**src/design/mrt_pkg.sv**
```systemverilog
// Purpose: shared constants and types of the measurement result talker
// Assumes: 100 MHz clock, AHB-Lite register access, open-collector bus pins
// Notes: every offset, config and command field position, reset value and timing count lives here
package mrt_pkg;
  // ----------------------------------------------------------------
  // block shape
  // ----------------------------------------------------------------
  localparam int NCH = 8; // channels in every block, fitted or not
  localparam int NPARAM = 1 + 3 * NCH; // frequency, then a, b, error per channel
  localparam int NUM_TXT_LEN = 11; // characters of one text number
  localparam int NUM_BIN_LEN = 4; // bytes of one binary number
  // ----------------------------------------------------------------
  // register map (byte addresses) and field positions
  // ----------------------------------------------------------------
  localparam logic [7:0] REG_CFG = 8'h00; // configuration waiting for break
  localparam logic [7:0] REG_CTRL = 8'h04; // write-only command bits
  localparam logic [7:0] REG_STAT = 8'h08; // live state
  localparam logic [7:0] REG_ACT = 8'h0c; // configuration in force
  localparam int CFG_HOST_LSB = 0; // 3-bit host output selection
  localparam int CFG_SEPT_BIT = 3; // separator is the terminator
  localparam int CFG_TERM_LSB = 4; // 2-bit terminator choice
  localparam int CFG_SEP_LSB = 8; // separator character
  localparam int CFG_ADDR_LSB = 16; // 5-bit talk address
  localparam int CTRL_BRK_BIT = 0; // break command
  localparam logic [31:0] CFG_RST = 32'h0001_2c21; // all, cr+marker, comma, address 1
  // ----------------------------------------------------------------
  // timing
  // ----------------------------------------------------------------
  localparam int CLK_NS = 10;
  localparam int BREAK_MS = 1000; // settling after a break
  localparam int BREAK_CYCLES = BREAK_MS * 1000000 / CLK_NS;
  localparam int T1_NS = 2000; // data settle before data valid
  localparam int T1_CYCLES = (T1_NS + CLK_NS - 1) / CLK_NS;
  // ----------------------------------------------------------------
  // characters and bus commands
  // ----------------------------------------------------------------
  localparam logic [7:0] CH_CR = 8'h0d;
  localparam logic [7:0] CH_LF = 8'h0a;
  localparam logic [7:0] CH_E = 8'h45;
  localparam logic [7:0] CH_DOT = 8'h2e;
  localparam logic [7:0] CH_PLUS = 8'h2b;
  localparam logic [7:0] CH_MINUS = 8'h2d;
  localparam logic [7:0] CH_ZERO = 8'h30;
  localparam logic [7:0] CMD_DCL = 8'h14; // device clear, universal
  localparam logic [7:0] CMD_GRP_MASK = 8'h60;
  localparam logic [7:0] CMD_TALK_GRP = 8'h40;
  localparam logic [4:0] ADDR_NONE = 5'h1f; // untalk code, never an address
  // ----------------------------------------------------------------
  // types
  // ----------------------------------------------------------------
  typedef enum logic [2:0] {HS_OFF, HS_ALL, HS_PASS, HS_FAIL, HS_DUMP} mrt_host_sel_t;
  typedef enum logic [1:0] {OT_OFF, OT_ALL, OT_DUMP} mrt_out_t;
  typedef enum logic [1:0] {TK_CR, TK_CRLF, TK_CR_MARK, TK_CRLF_MARK} mrt_term_t;
  typedef struct packed {
    logic neg; // mantissa sign
    logic [4:0][3:0] mant; // bcd digits, [4] before the point
    logic exp_neg; // exponent sign
    logic [1:0][3:0] expo; // bcd exponent, [1] first
    logic [31:0] bin; // 4-byte form from the conversion stage, first byte high
  } mrt_param_t;
  typedef struct packed {
    logic [4:0] addr;
    logic [7:0] sep;
    logic [1:0] term;
    logic sep_is_term;
    logic [2:0] host_sel;
  } mrt_cfg_t;
  typedef struct packed {
    logic [7:0] dio_n; // wire levels, low is asserted
    logic dav_n;
    logic nrfd_n;
    logic ndac_n;
    logic atn_n;
    logic ifc_n;
  } mrt_gpib_in_t;
  typedef struct packed {
    logic [7:0] dio_o;
    logic [7:0] dio_oe;
    logic dav_o;
    logic dav_oe;
    logic nrfd_o;
    logic nrfd_oe;
    logic ndac_o;
    logic ndac_oe;
    logic end_of_block_marker_o;
    logic end_of_block_marker_oe;
  } mrt_gpib_out_t;
endpackage : mrt_pkg

```
**src/design/mrt_talker.sv**
```systemverilog
// Purpose: talk-only result port framing eight-channel measurement blocks
// Assumes: bus inputs already synchronous to clk; host writes config over AHB-Lite
// Notes: pins are open collector, so every *_o is low and *_oe pulls the wire
// How it works
// - source and acceptor handshake, basic talker, clear
// - off, dump kept; all, pass, fail send all
// - host separator and terminator used for output
// - break reloads config; one second settling
// - always eight channels; unfitted report zero
// - reading never consumes the stored block
// - block replaced on measurement or order change
// - one talk address in both modes
// - frequency, then a, b, error per channel
// - channel results always real and imaginary
// - text number is eleven characters exactly
// - text error character is 1 or 0
// - error code reports overload only
// - separator between parameters, terminator at end
// - separator as terminator repeats it everywhere
// - binary numbers four bytes, error one byte
// - binary error byte holds 1 or 0
// - binary mode sends no separators or terminators
// - binary marker on last byte when selected
`timescale 1ns/10ps
module mrt_talker #(
  parameter int BREAK_CYC = mrt_pkg::BREAK_CYCLES, // shorten in simulation
  parameter int T1_CYC = mrt_pkg::T1_CYCLES
) (
  input wire logic clk,
  input wire logic reset,
  input wire logic hsel,
  input wire logic [31:0] haddr,
  input wire logic [1:0] htrans,
  input wire logic hwrite,
  input wire logic [2:0] hsize,
  input wire logic [31:0] hwdata,
  input wire logic hready,
  output logic hreadyout,
  output logic [31:0] hrdata,
  output logic hresp,
  input wire logic meas_wr, // stage one parameter
  input wire logic [4:0] meas_sel, // parameter slot 0..24
  input wire mrt_pkg::mrt_param_t meas_data,
  input wire logic [7:0] meas_ovl, // overload per channel, taken at commit
  input wire logic [7:0] chan_fitted,
  input wire logic meas_new, // new measurement taken
  input wire logic order_chg, // measurement order changed
  input wire mrt_pkg::mrt_gpib_in_t bus_in,
  output mrt_pkg::mrt_gpib_out_t bus_out
);
  import mrt_pkg::*;

  if (BREAK_CYC < 1 || T1_CYC < 1 || T1_CYC > 65535) begin : g_bad_param
    $error("mrt_talker: timing counts out of range");
  end

  localparam int SW = $clog2(BREAK_CYC + 1);

  // ----------------------------------------------------------------
  // decode helpers
  // ----------------------------------------------------------------
  // error-code slot: every third parameter after the frequency
  function automatic logic is_err_slot(input logic [4:0] i);
    is_err_slot = (i != 5'd0) && ((i - 5'd1) % 5'd3 == 5'd2);
  endfunction : is_err_slot

  // register word <-> configuration fields; the struct is narrower than the word layout
  function automatic mrt_cfg_t cfg_of(input logic [31:0] w);
    cfg_of.host_sel = w[CFG_HOST_LSB +: 3];
    cfg_of.sep_is_term = w[CFG_SEPT_BIT];
    cfg_of.term = w[CFG_TERM_LSB +: 2];
    cfg_of.sep = w[CFG_SEP_LSB +: 8];
    cfg_of.addr = w[CFG_ADDR_LSB +: 5];
  endfunction : cfg_of

  function automatic logic [31:0] word_of(input mrt_cfg_t c);
    word_of = 32'h0000_0000;
    word_of[CFG_HOST_LSB +: 3] = c.host_sel;
    word_of[CFG_SEPT_BIT] = c.sep_is_term;
    word_of[CFG_TERM_LSB +: 2] = c.term;
    word_of[CFG_SEP_LSB +: 8] = c.sep;
    word_of[CFG_ADDR_LSB +: 5] = c.addr;
  endfunction : word_of

  function automatic logic [7:0] bcd_char(input logic [3:0] d);
    bcd_char = CH_ZERO | {4'h0, d};
  endfunction : bcd_char

  // ----------------------------------------------------------------
  // state
  // ----------------------------------------------------------------
  typedef enum logic [1:0] {S_IDLE = 2'b00, S_SETUP = 2'b01, S_WAIT = 2'b11, S_DAV = 2'b10} mrt_sh_t;
  typedef enum logic [1:0] {F_BODY, F_SEP, F_CR, F_LF} mrt_field_t;
  mrt_cfg_t shadow_q; // written by host, not yet in force
  mrt_cfg_t act_q; // configuration in force since last break
  logic [SW-1:0] settle_q; // break settling countdown
  logic talk_q; // talker addressed
  logic acc_q; // acceptor holding the command byte
  mrt_sh_t sh_q;
  logic [15:0] t1_q; // data settle count
  mrt_field_t ph_q;
  logic [4:0] idx_q; // parameter in the block
  logic [3:0] pos_q; // byte in the parameter
  logic blk_valid_q; // a block has been committed
  mrt_param_t stage_q [NPARAM]; // being filled by the analysers
  mrt_param_t live_q [NPARAM]; // what the controller reads
  logic [7:0] dio_oe_q;
  logic dav_oe_q;
  logic mark_oe_q;
  logic wr_pend_q; // ahb write waiting for its data phase
  logic [7:0] wr_addr_q;
  logic [31:0] rdata_q;
  logic brk; // break command written this cycle
  logic commit; // replace the live block
  logic atn;
  logic dclr; // device clear accepted
  logic adv; // current byte accepted by all listeners
  logic settling;
  mrt_out_t otype;
  logic dump;
  logic mark_on;
  logic crlf;
  logic err_slot;
  logic last_param;
  logic last_body;
  logic [7:0] byte_d;
  logic mark_d;
  mrt_param_t p;
  logic [4:0] cmd_addr;

  // host selection to unit output type; limit checks cannot run here
  always_comb begin
    case (mrt_host_sel_t'(act_q.host_sel))
      HS_OFF: otype = OT_OFF;
      HS_DUMP: otype = OT_DUMP;
      HS_ALL, HS_PASS, HS_FAIL: otype = OT_ALL;
      default: otype = OT_OFF;
    endcase
  end

  assign dump = (otype == OT_DUMP);
  assign mark_on = act_q.term[1];
  assign crlf = act_q.term[0];
  assign atn = ~bus_in.atn_n;
  assign settling = (settle_q != '0);
  assign commit = meas_new | order_chg;

  // ----------------------------------------------------------------
  // ahb-lite slave: zero wait, always okay
  // ----------------------------------------------------------------
  assign hreadyout = 1'b1;
  assign hresp = 1'b0;
  assign hrdata = rdata_q;
  assign brk = wr_pend_q && (wr_addr_q == REG_CTRL) && hwdata[CTRL_BRK_BIT];

  // address phase capture; read data registered for the data phase
  always_ff @(posedge clk) begin
    if (reset) begin
      wr_pend_q <= 1'b0;
      wr_addr_q <= 8'h00;
      rdata_q <= 32'h0000_0000;
    end else begin
      wr_pend_q <= hsel && htrans[1] && hready && hwrite && (haddr[31:8] == 24'h00_0000);
      wr_addr_q <= haddr[7:0];
      rdata_q <= 32'h0000_0000; // unmapped reads give zero
      if (hsel && htrans[1] && hready && !hwrite && (haddr[31:8] == 24'h00_0000)) begin
        case (haddr[7:0])
          REG_CFG: rdata_q <= word_of(shadow_q);
          REG_ACT: rdata_q <= word_of(act_q);
          REG_STAT: rdata_q <= {19'h0, idx_q, 2'h0, otype, dav_oe_q, blk_valid_q, talk_q, settling};
          default: rdata_q <= 32'h0000_0000;
        endcase
      end
    end
  end

  // configuration registers; break moves the shadow into force
  always_ff @(posedge clk) begin
    if (reset) begin
      shadow_q <= cfg_of(CFG_RST);
      act_q <= cfg_of(CFG_RST);
    end else begin
      if (wr_pend_q && wr_addr_q == REG_CFG) begin
        shadow_q <= cfg_of(hwdata);
      end
      if (brk) begin
        act_q <= shadow_q;
      end
    end
  end

  // settling window after break: the port ignores the bus meanwhile
  always_ff @(posedge clk) begin
    if (reset) begin
      settle_q <= '0;
    end else if (brk) begin
      settle_q <= SW'(BREAK_CYC);
    end else if (settling) begin
      settle_q <= settle_q - SW'(1);
    end
  end

  // ----------------------------------------------------------------
  // acceptor handshake and talk addressing (commands under atn)
  // ----------------------------------------------------------------
  assign cmd_addr = ~bus_in.dio_n[4:0];
  assign dclr = atn && !acc_q && !bus_in.dav_n && (~bus_in.dio_n == CMD_DCL) && !settling;

  // take each command byte; ndac released once held, back when dav drops
  always_ff @(posedge clk) begin
    if (reset || !atn || settling) begin
      acc_q <= 1'b0;
    end else if (!acc_q && !bus_in.dav_n) begin
      acc_q <= 1'b1;
    end else if (acc_q && bus_in.dav_n) begin
      acc_q <= 1'b0;
    end
  end

  // one talk address in both output modes; off never answers
  always_ff @(posedge clk) begin
    if (reset || brk || !bus_in.ifc_n) begin
      talk_q <= 1'b0;
    end else if (atn && !acc_q && !bus_in.dav_n && !settling &&
                 ((~bus_in.dio_n & CMD_GRP_MASK) == CMD_TALK_GRP)) begin
      talk_q <= (cmd_addr == act_q.addr) && (cmd_addr != ADDR_NONE) && (otype != OT_OFF);
    end
  end

  // ----------------------------------------------------------------
  // byte framing
  // ----------------------------------------------------------------
  assign p = live_q[idx_q];
  assign err_slot = is_err_slot(idx_q);
  assign last_param = (idx_q == 5'(NPARAM - 1));
  assign last_body = err_slot ? 1'b1 : (pos_q == (dump ? 4'(NUM_BIN_LEN - 1) : 4'(NUM_TXT_LEN - 1)));

  // byte and marker for the current slot
  always_comb begin
    byte_d = 8'h00;
    mark_d = 1'b0;
    case (ph_q)
      F_SEP: byte_d = act_q.sep;
      F_CR: begin
        byte_d = CH_CR;
        mark_d = last_param && mark_on && !crlf;
      end
      F_LF: begin
        byte_d = CH_LF;
        mark_d = last_param && mark_on;
      end
      default: begin
        if (err_slot) begin
          // overload is the only error this unit reports
          byte_d = dump ? {7'h00, p.bin[0]} : (CH_ZERO | {7'h00, p.bin[0]});
          mark_d = dump && last_param && mark_on;
        end else if (dump) begin
          byte_d = p.bin[{2'(3 - pos_q[1:0]), 3'b000} +: 8];
          mark_d = last_param && last_body && mark_on;
        end else begin
          case (pos_q)
            4'h0: byte_d = p.neg ? CH_MINUS : CH_PLUS;
            4'h1: byte_d = bcd_char(p.mant[4]);
            4'h2: byte_d = CH_DOT;
            4'h3, 4'h4, 4'h5, 4'h6: byte_d = bcd_char(p.mant[3'(6 - pos_q)]);
            4'h7: byte_d = CH_E;
            4'h8: byte_d = p.exp_neg ? CH_MINUS : CH_PLUS;
            4'h9: byte_d = bcd_char(p.expo[1]);
            default: byte_d = bcd_char(p.expo[0]);
          endcase
        end
      end
    endcase
  end

  // walk the block; wraps so the same block reads again
  always_ff @(posedge clk) begin
    if (reset || brk || dclr || commit) begin
      idx_q <= 5'd0;
      pos_q <= 4'd0;
      ph_q <= F_BODY;
    end else if (adv) begin
      case (ph_q)
        F_BODY: begin
          if (!last_body) begin
            pos_q <= pos_q + 4'd1;
          end else begin
            pos_q <= 4'd0;
            if (dump) begin
              idx_q <= last_param ? 5'd0 : idx_q + 5'd1;
            end else if (last_param || act_q.sep_is_term) begin
              ph_q <= F_CR;
            end else begin
              ph_q <= F_SEP;
            end
          end
        end
        F_CR: begin
          if (crlf) begin
            ph_q <= F_LF;
          end else begin
            ph_q <= F_BODY;
            idx_q <= last_param ? 5'd0 : idx_q + 5'd1;
          end
        end
        default: begin
          ph_q <= F_BODY;
          idx_q <= last_param ? 5'd0 : idx_q + 5'd1;
        end
      endcase
    end
  end

  // ----------------------------------------------------------------
  // source handshake
  // ----------------------------------------------------------------
  assign adv = (sh_q == S_DAV) && bus_in.ndac_n && !atn;

  // atn drops an unfinished byte; it is sent again afterwards
  always_ff @(posedge clk) begin
    if (reset || brk || atn || settling || !talk_q || !blk_valid_q || commit || dclr) begin
      sh_q <= S_IDLE;
      t1_q <= 16'h0000;
      dio_oe_q <= 8'h00;
      dav_oe_q <= 1'b0;
      mark_oe_q <= 1'b0;
    end else begin
      case (sh_q)
        S_IDLE: begin
          sh_q <= S_SETUP;
          dio_oe_q <= byte_d; // a 1 pulls the wire low
          mark_oe_q <= mark_d;
          t1_q <= 16'(T1_CYC);
        end
        S_SETUP: begin
          t1_q <= t1_q - 16'h0001;
          if (t1_q == 16'h0001) begin
            sh_q <= S_WAIT;
          end
        end
        S_WAIT: begin
          if (bus_in.nrfd_n && !bus_in.ndac_n) begin
            sh_q <= S_DAV;
            dav_oe_q <= 1'b1;
          end
        end
        S_DAV: begin
          if (bus_in.ndac_n) begin
            sh_q <= S_IDLE;
            dav_oe_q <= 1'b0;
            dio_oe_q <= 8'h00;
            mark_oe_q <= 1'b0;
          end
        end
        default: sh_q <= S_IDLE;
      endcase
    end
  end

  assign bus_out.dio_o = 8'h00;
  assign bus_out.dio_oe = dio_oe_q;
  assign bus_out.dav_o = 1'b0;
  assign bus_out.dav_oe = dav_oe_q;
  assign bus_out.nrfd_o = 1'b0;
  assign bus_out.nrfd_oe = atn && acc_q && !settling;
  assign bus_out.ndac_o = 1'b0;
  assign bus_out.ndac_oe = atn && !acc_q && !settling;
  assign bus_out.end_of_block_marker_o = 1'b0;
  assign bus_out.end_of_block_marker_oe = mark_oe_q;

  // ----------------------------------------------------------------
  // result storage: staged, then swapped in whole
  // ----------------------------------------------------------------
  always_ff @(posedge clk) begin
    if (reset) begin
      blk_valid_q <= 1'b0;
    end else if (commit) begin
      blk_valid_q <= 1'b1;
    end
  end

  for (genvar i = 0; i < NPARAM; i++) begin : g_slot
    localparam int CH = (i == 0) ? 0 : (i - 1) / 3;
    localparam bit ERR = (i != 0) && ((i - 1) % 3 == 2);
    // analysers deliver a and b only, so results stay cartesian
    always_ff @(posedge clk) begin
      if (reset) begin
        stage_q[i] <= '0;
        live_q[i] <= '0;
      end else begin
        if (meas_wr && meas_sel == 5'(i)) begin
          stage_q[i] <= meas_data;
        end
        if (commit) begin
          if (i != 0 && !chan_fitted[CH]) begin
            live_q[i] <= '0;
          end else if (ERR) begin
            live_q[i] <= '{bin: {31'h0000_0000, meas_ovl[CH]}, default: '0};
          end else begin
            live_q[i] <= stage_q[i];
          end
        end
      end
    end
  end

  // ----------------------------------------------------------------
  // checks
  // ----------------------------------------------------------------
  a_off_silent: assert property (@(posedge clk) disable iff (reset)
    (otype == OT_OFF) |-> !dav_oe_q) else $error("data offered while output is off");
  a_break_settle: assert property (@(posedge clk) disable iff (reset)
    brk |=> settling && !talk_q && (act_q == $past(shadow_q))) else $error("break did not reload and settle");
  a_dav_after_rfd: assert property (@(posedge clk) disable iff (reset)
    $rose(dav_oe_q) |-> $past(bus_in.nrfd_n) && $past(sh_q) == S_WAIT) else $error("dav without ready");
  a_stable_block: assert property (@(posedge clk) disable iff (reset)
    !commit |=> $stable(live_q[1]) && $stable(live_q[24])) else $error("block changed without a measurement");
  a_unfit_zero: assert property (@(posedge clk) disable iff (reset)
    commit && !chan_fitted[7] |=> live_q[22] == '0 && live_q[24] == '0) else $error("unfitted channel not zero");
  a_dump_no_sep: assert property (@(posedge clk) disable iff (reset)
    dump && dav_oe_q |-> ph_q == F_BODY) else $error("separator sent in binary mode");
  a_text_errchar: assert property (@(posedge clk) disable iff (reset)
    !dump && dav_oe_q && ph_q == F_BODY && err_slot |-> dio_oe_q == CH_ZERO || dio_oe_q == 8'h31)
    else $error("text error code not 0 or 1");
  a_text_exp_mark: assert property (@(posedge clk) disable iff (reset)
    !dump && dav_oe_q && ph_q == F_BODY && !err_slot && pos_q == 4'h7 |-> dio_oe_q == CH_E)
    else $error("exponent letter misplaced");
  a_bin_marker: assert property (@(posedge clk) disable iff (reset)
    dump && mark_oe_q |-> last_param && mark_on) else $error("marker not on final binary byte");
  a_block_wraps: assert property (@(posedge clk) disable iff (reset)
    adv && dump && last_param && !brk && !dclr && !commit |=> idx_q == 5'd0 && blk_valid_q)
    else $error("block not offered again");
endmodule : mrt_talker

```
**config.mk**
```make
export PLATFORM = sky130hd
export DESIGN_NAME = mrt_talker
export DESIGN_NICKNAME = d
export VERILOG_FILES = /design/src/design/mrt_pkg.sv /design/src/design/mrt_talker.sv
export SDC_FILE = /design/constraint.sdc
export NUM_CORES = 2
export LEC_CHECK = 0
export ABC_AREA = 1
export BUFFER_PORTS_ARGS = -buffer_cell sky130_fd_sc_hd__buf_2
export CORE_UTILIZATION = 25
export DETAILED_ROUTE_END_ITERATION = 7
export SYNTH_ARGS = -nofsm -noshare
export SYNTH_HDL_FRONTEND = slang
export SYNTH_SLANG_ARGS = --single-unit
export TNS_END_PERCENT = 30
```
**constraint.sdc**
```tcl
create_clock -name clk -period 13 [get_ports clk]
set_input_delay 2.6 -clock clk [delete_from_list [all_inputs] [get_ports clk]]
set_output_delay 2.6 -clock clk [all_outputs]
set_load 0.03 [all_outputs]
```
==> results.env <==
HOLD-PATH-CELL-COUNT=2
WL_UM=283000
CRITPATHMAXFANOUT=3
DP_HPWL_UM=159000
DIEAREA_MM2=0.378
TIMING.CRITICAL_PATH.ARRIVAL_NS=3.26
GRT.TOTAL_USAGE=0.146
R2R_SLACK_NS=7.63
WORSTSETUPSTARTPOINTTYPE='primary input'
GRT_PASS1_VIAS=60147
FINALMAXSLEWVIOLATIONS=0
LAYOUT_SETUP_WS_NS=7.14
SYNTH.CELL_AREA_MM2=0.0939
GRT_MAX_DEGREE=134
CTS_POST_SETUP_BUFFERS_INSERTED=0
CTS_NUM_SINKS=2256
POST_SYNTH_MOST_FREQUENT_CELLS='nor2_1 (2,322), edfxtp_1 (2,116), inv_1 (1,213)'
DIE_Y_UM=615
TIGHTEST_SLEW_NS=1.23
POWER.STATIC_LEAKAGE_nW=43.7
SETUP-TNS-FINAL_NS=0
GRT_MOST_USED_LAYER='met2'
POSTCTSRESIZEDCELLS=0
MAX_FREQ_MHz=171
POWER_PER_STANDARD_CELL_AREA_mW_PER_MM2=145
DIE_X_UM=615
INITIAL_UTILIZATION=0.252
ROWS=224
GLOBALROUTEMET3UTIL=0.0200
MULTIINPUTGATEAREA_MM2=0.0209
WORST_SKEW_PAIR.LATE_LATENCY_NS=0.89
POSTSYNTH.TOPFLOPCELL='edfxtp_1'
SYNTH_ASYNC_SR_FLOP_SHARE=0
DRTPASS1ITERATIONS=6
YS_FF_LATCH=2256
DRT-VIAS-PER-INSTANCE=4.50
SYNTH_AREA_LEADER='edfxtp_1'
PORT_BUF_INSERTS=186
POST-ROUTE-MIN-PERIOD_NS=5.86
GRT-OVFL-TOTAL=0
RUN_STATUS='complete, no violations'
CTS_HOLD_BUF=0
GR-USAGE-MET2=0.254
FINAL.PERIOD_UTILIZATION=0.451
CLK_PIN_SLEW_WORST_PATHS_NS=0.06
CTS_BUFFERS=219
AREA_GROWTH_SYN_TO_LAYOUT_PCT=13.8
FILLERS=37986
TIMING_HOLD_VIOLATIONS_FINAL=0
SYNTH_SEQ_AREA_SHARE=0.707
CTS.HTREE.LEVELS=4
ROUTE.DETAILED.DRC=0
CAP_VIOL_MAX_COUNT=0
NUMBER_OF_ANTENNA_VIOLATIONS_AT_THE_FIRST_CHECK_IN_GLOBAL_ROUTING=22
YS_TYPES=53
FINAL.SETUP_SKEW_NS=0.0516
SYNTH-WARNING-COUNT=0
SYNTH.MOST_COMMON_CELL='nor2_1'
FINAL_NETS=8953
CORE_AREA_MM2=0.373
CTS.ROOT.BUFFER_CELL='clkbuf_16'
DETAIL_ROUTE.ITER0.VIOLATIONS=7020
SYNTH_LARGEST_TYPE_AREA_FRACTION=0.677
VDD.IR_DROP.WORST_uV=122
MAX-SLEW-MARGIN-REL=0.178
TRITONCTS='built'
GRT_FIRST_PASS_WIRELENGTH_UM=406000
GLOBALPLACE.CONGESTION=0.816
MOST_AREA_CONSUMING_CELLS_AFTER_SYNTHESIS='edfxtp_1 (68%), nor2_1 (9.3%), inv_1 (4.8%)'
POWER_TOTAL_mW=15.5
DRTANTENNAVIOLNETS=0
SYNTH-EDFF-COUNT=2116
TIMING.HOLD.WORST.CLASS='flip-flop to flip-flop'
FINAL_CORE_UTIL=0.287
WL_PER_CELL_UM=20.4
TIMING.HOLD.WORST.START='dio_oe_q[1]'
REQUIRED_NS=10.40
SYNTH.AVG_CELL_AREA_UM2=10.7
ROUTED-VIA-COUNT=62728
GRTUSAGEMET1=0.183
CLOCK_PATH_BUFFERS=3
POST-PLACE-WS_NS=6.63
CRITICAL_PATH.REG2REG.ENDPOINT='dio_oe_q[1]'
HOLD-PATH-ENDPOINT='dio_oe_q[1]'
SETUP-VIOLATIONS-FINAL=0
CRITICALPATHCATEGORY='primary input to primary output'
CP-END-KIND='primary output'
RSZ0062_AT_GRT='no'
IOPINCOUNT=231
REGISTER_AREA_MM2=0.0664
REG2REGPATHDEPTH=20
SYN_INST=8759
DRIVE_GT1_FRAC=0.0777
flip-flops by register name, summed over array words and instances (netlist names), 2 cells and up, named ones only:
| name | count |
|---|---|
| stage_q | 1054 |
| live_q | 1062 |
| act_q | 19 |
| dio_oe_q | 8 |
| sh_q | 2 |
| pos_q | 4 |
| hrdata | 19 |
| idx_q | 5 |
| t1_q | 16 |
| settle_q | 27 |
| ph_q | 2 |
| shadow_q | 19 |
| wr_addr_q | 8 |
where the power goes:
part	leakage, nW	internal, mW	total, mW	switching, mW
clock network	3.24	3.27	6.09	2.82
logic	17.0	0.210	0.890	0.680
registers	23.5	8.37	8.49	0.122
total	43.7	11.8	15.5	3.63
worst max-delay path by stage:
stage / from / endpoint / slack, ns
after detailed placement: hwdata[0] / t1_q[4] / 6.63
after CTS: bus_in[1] / bus_out[2] / 7.15
after floorplan: meas_wr / stage_q[0][434] / 4.93
after global placement: hwdata[0] / t1_q[4] / 6.61
after global routing: bus_in[1] / bus_out[2] / 7.09
final: bus_in[1] / bus_out[2] / 7.14
logic make-up (layout without fill, tap and decap cells):
logic type | Yosys count | after routing | synth area share
xor+xnor | 20 | 20 | 0.00187
buf+inv | 1831 | 1997 | 0.0778
fa+ha+maj | 16 | 16 | 0.00213
other cells | 2 | 30 | 0.0000800
flops | 2256 | 2256 | 0.707
compound gates | 568 | 568 | 0.0375
simple gates | 4066 | 4066 | 0.174
layout by cell type, fill, tap and decap left out, drive strengths merged, types with 9 or more instances in the layout:
master and instances:
a211oi 18, a21oi 161, a221oi 15, a22o 16, a22oi 31, a31oi 23
buf 301, clkbuf 293, clkinv 158, conb 27, dfxtp 140, edfxtp 2116
ha 16, inv 1232, nand2 1142, nand3 424, nand4 107, nor2 2330
nor3 29, nor4 17, o211ai 42, o21ai 145, o221ai 41, o22ai 52
o31ai 9, or2 12, xor2 15
cell type report:
type                    instances  area share
flip-flops and latches       2256       0.621
multi-input cells            4697       0.195
well taps                    4972      0.0582
clock buffers                 293      0.0542
inverters                    1289      0.0455
repair buffers                301      0.0171
clock inverters               114     0.00878
diodes                          3   0.0000702
critical path, stage by stage:
cell and delay (ns):
buf_2 0.12, inv_1 0.06, nand2_1 0.08, nor2_1 0.18
buf_2 0.22
through the flow:
step           hold slack (ns)  instances  cell area [um^2]
4_1_cts                  0.465      13922            107000
3_5_place_dp             0.456      13515            100000
2_1_floorplan            0.441       8784             94000
3_3_place_gp             0.449      13515            100000
5_1_grt                  0.488      13923            107000
6_report                 0.463      13925            107000
per-layer routing:
| layer | up-vias | part of all wire |
|---|---|---|
| met4 | 6 | 0.037 |
| met2 | 2968 | 0.49 |
| met3 | 614 | 0.085 |
| li1 | 28513 | - |
| met1 | 30627 | 0.39 |
| met5 | - | 0.00018 |
No activity file was read; power rests on OpenSTA's default activity.
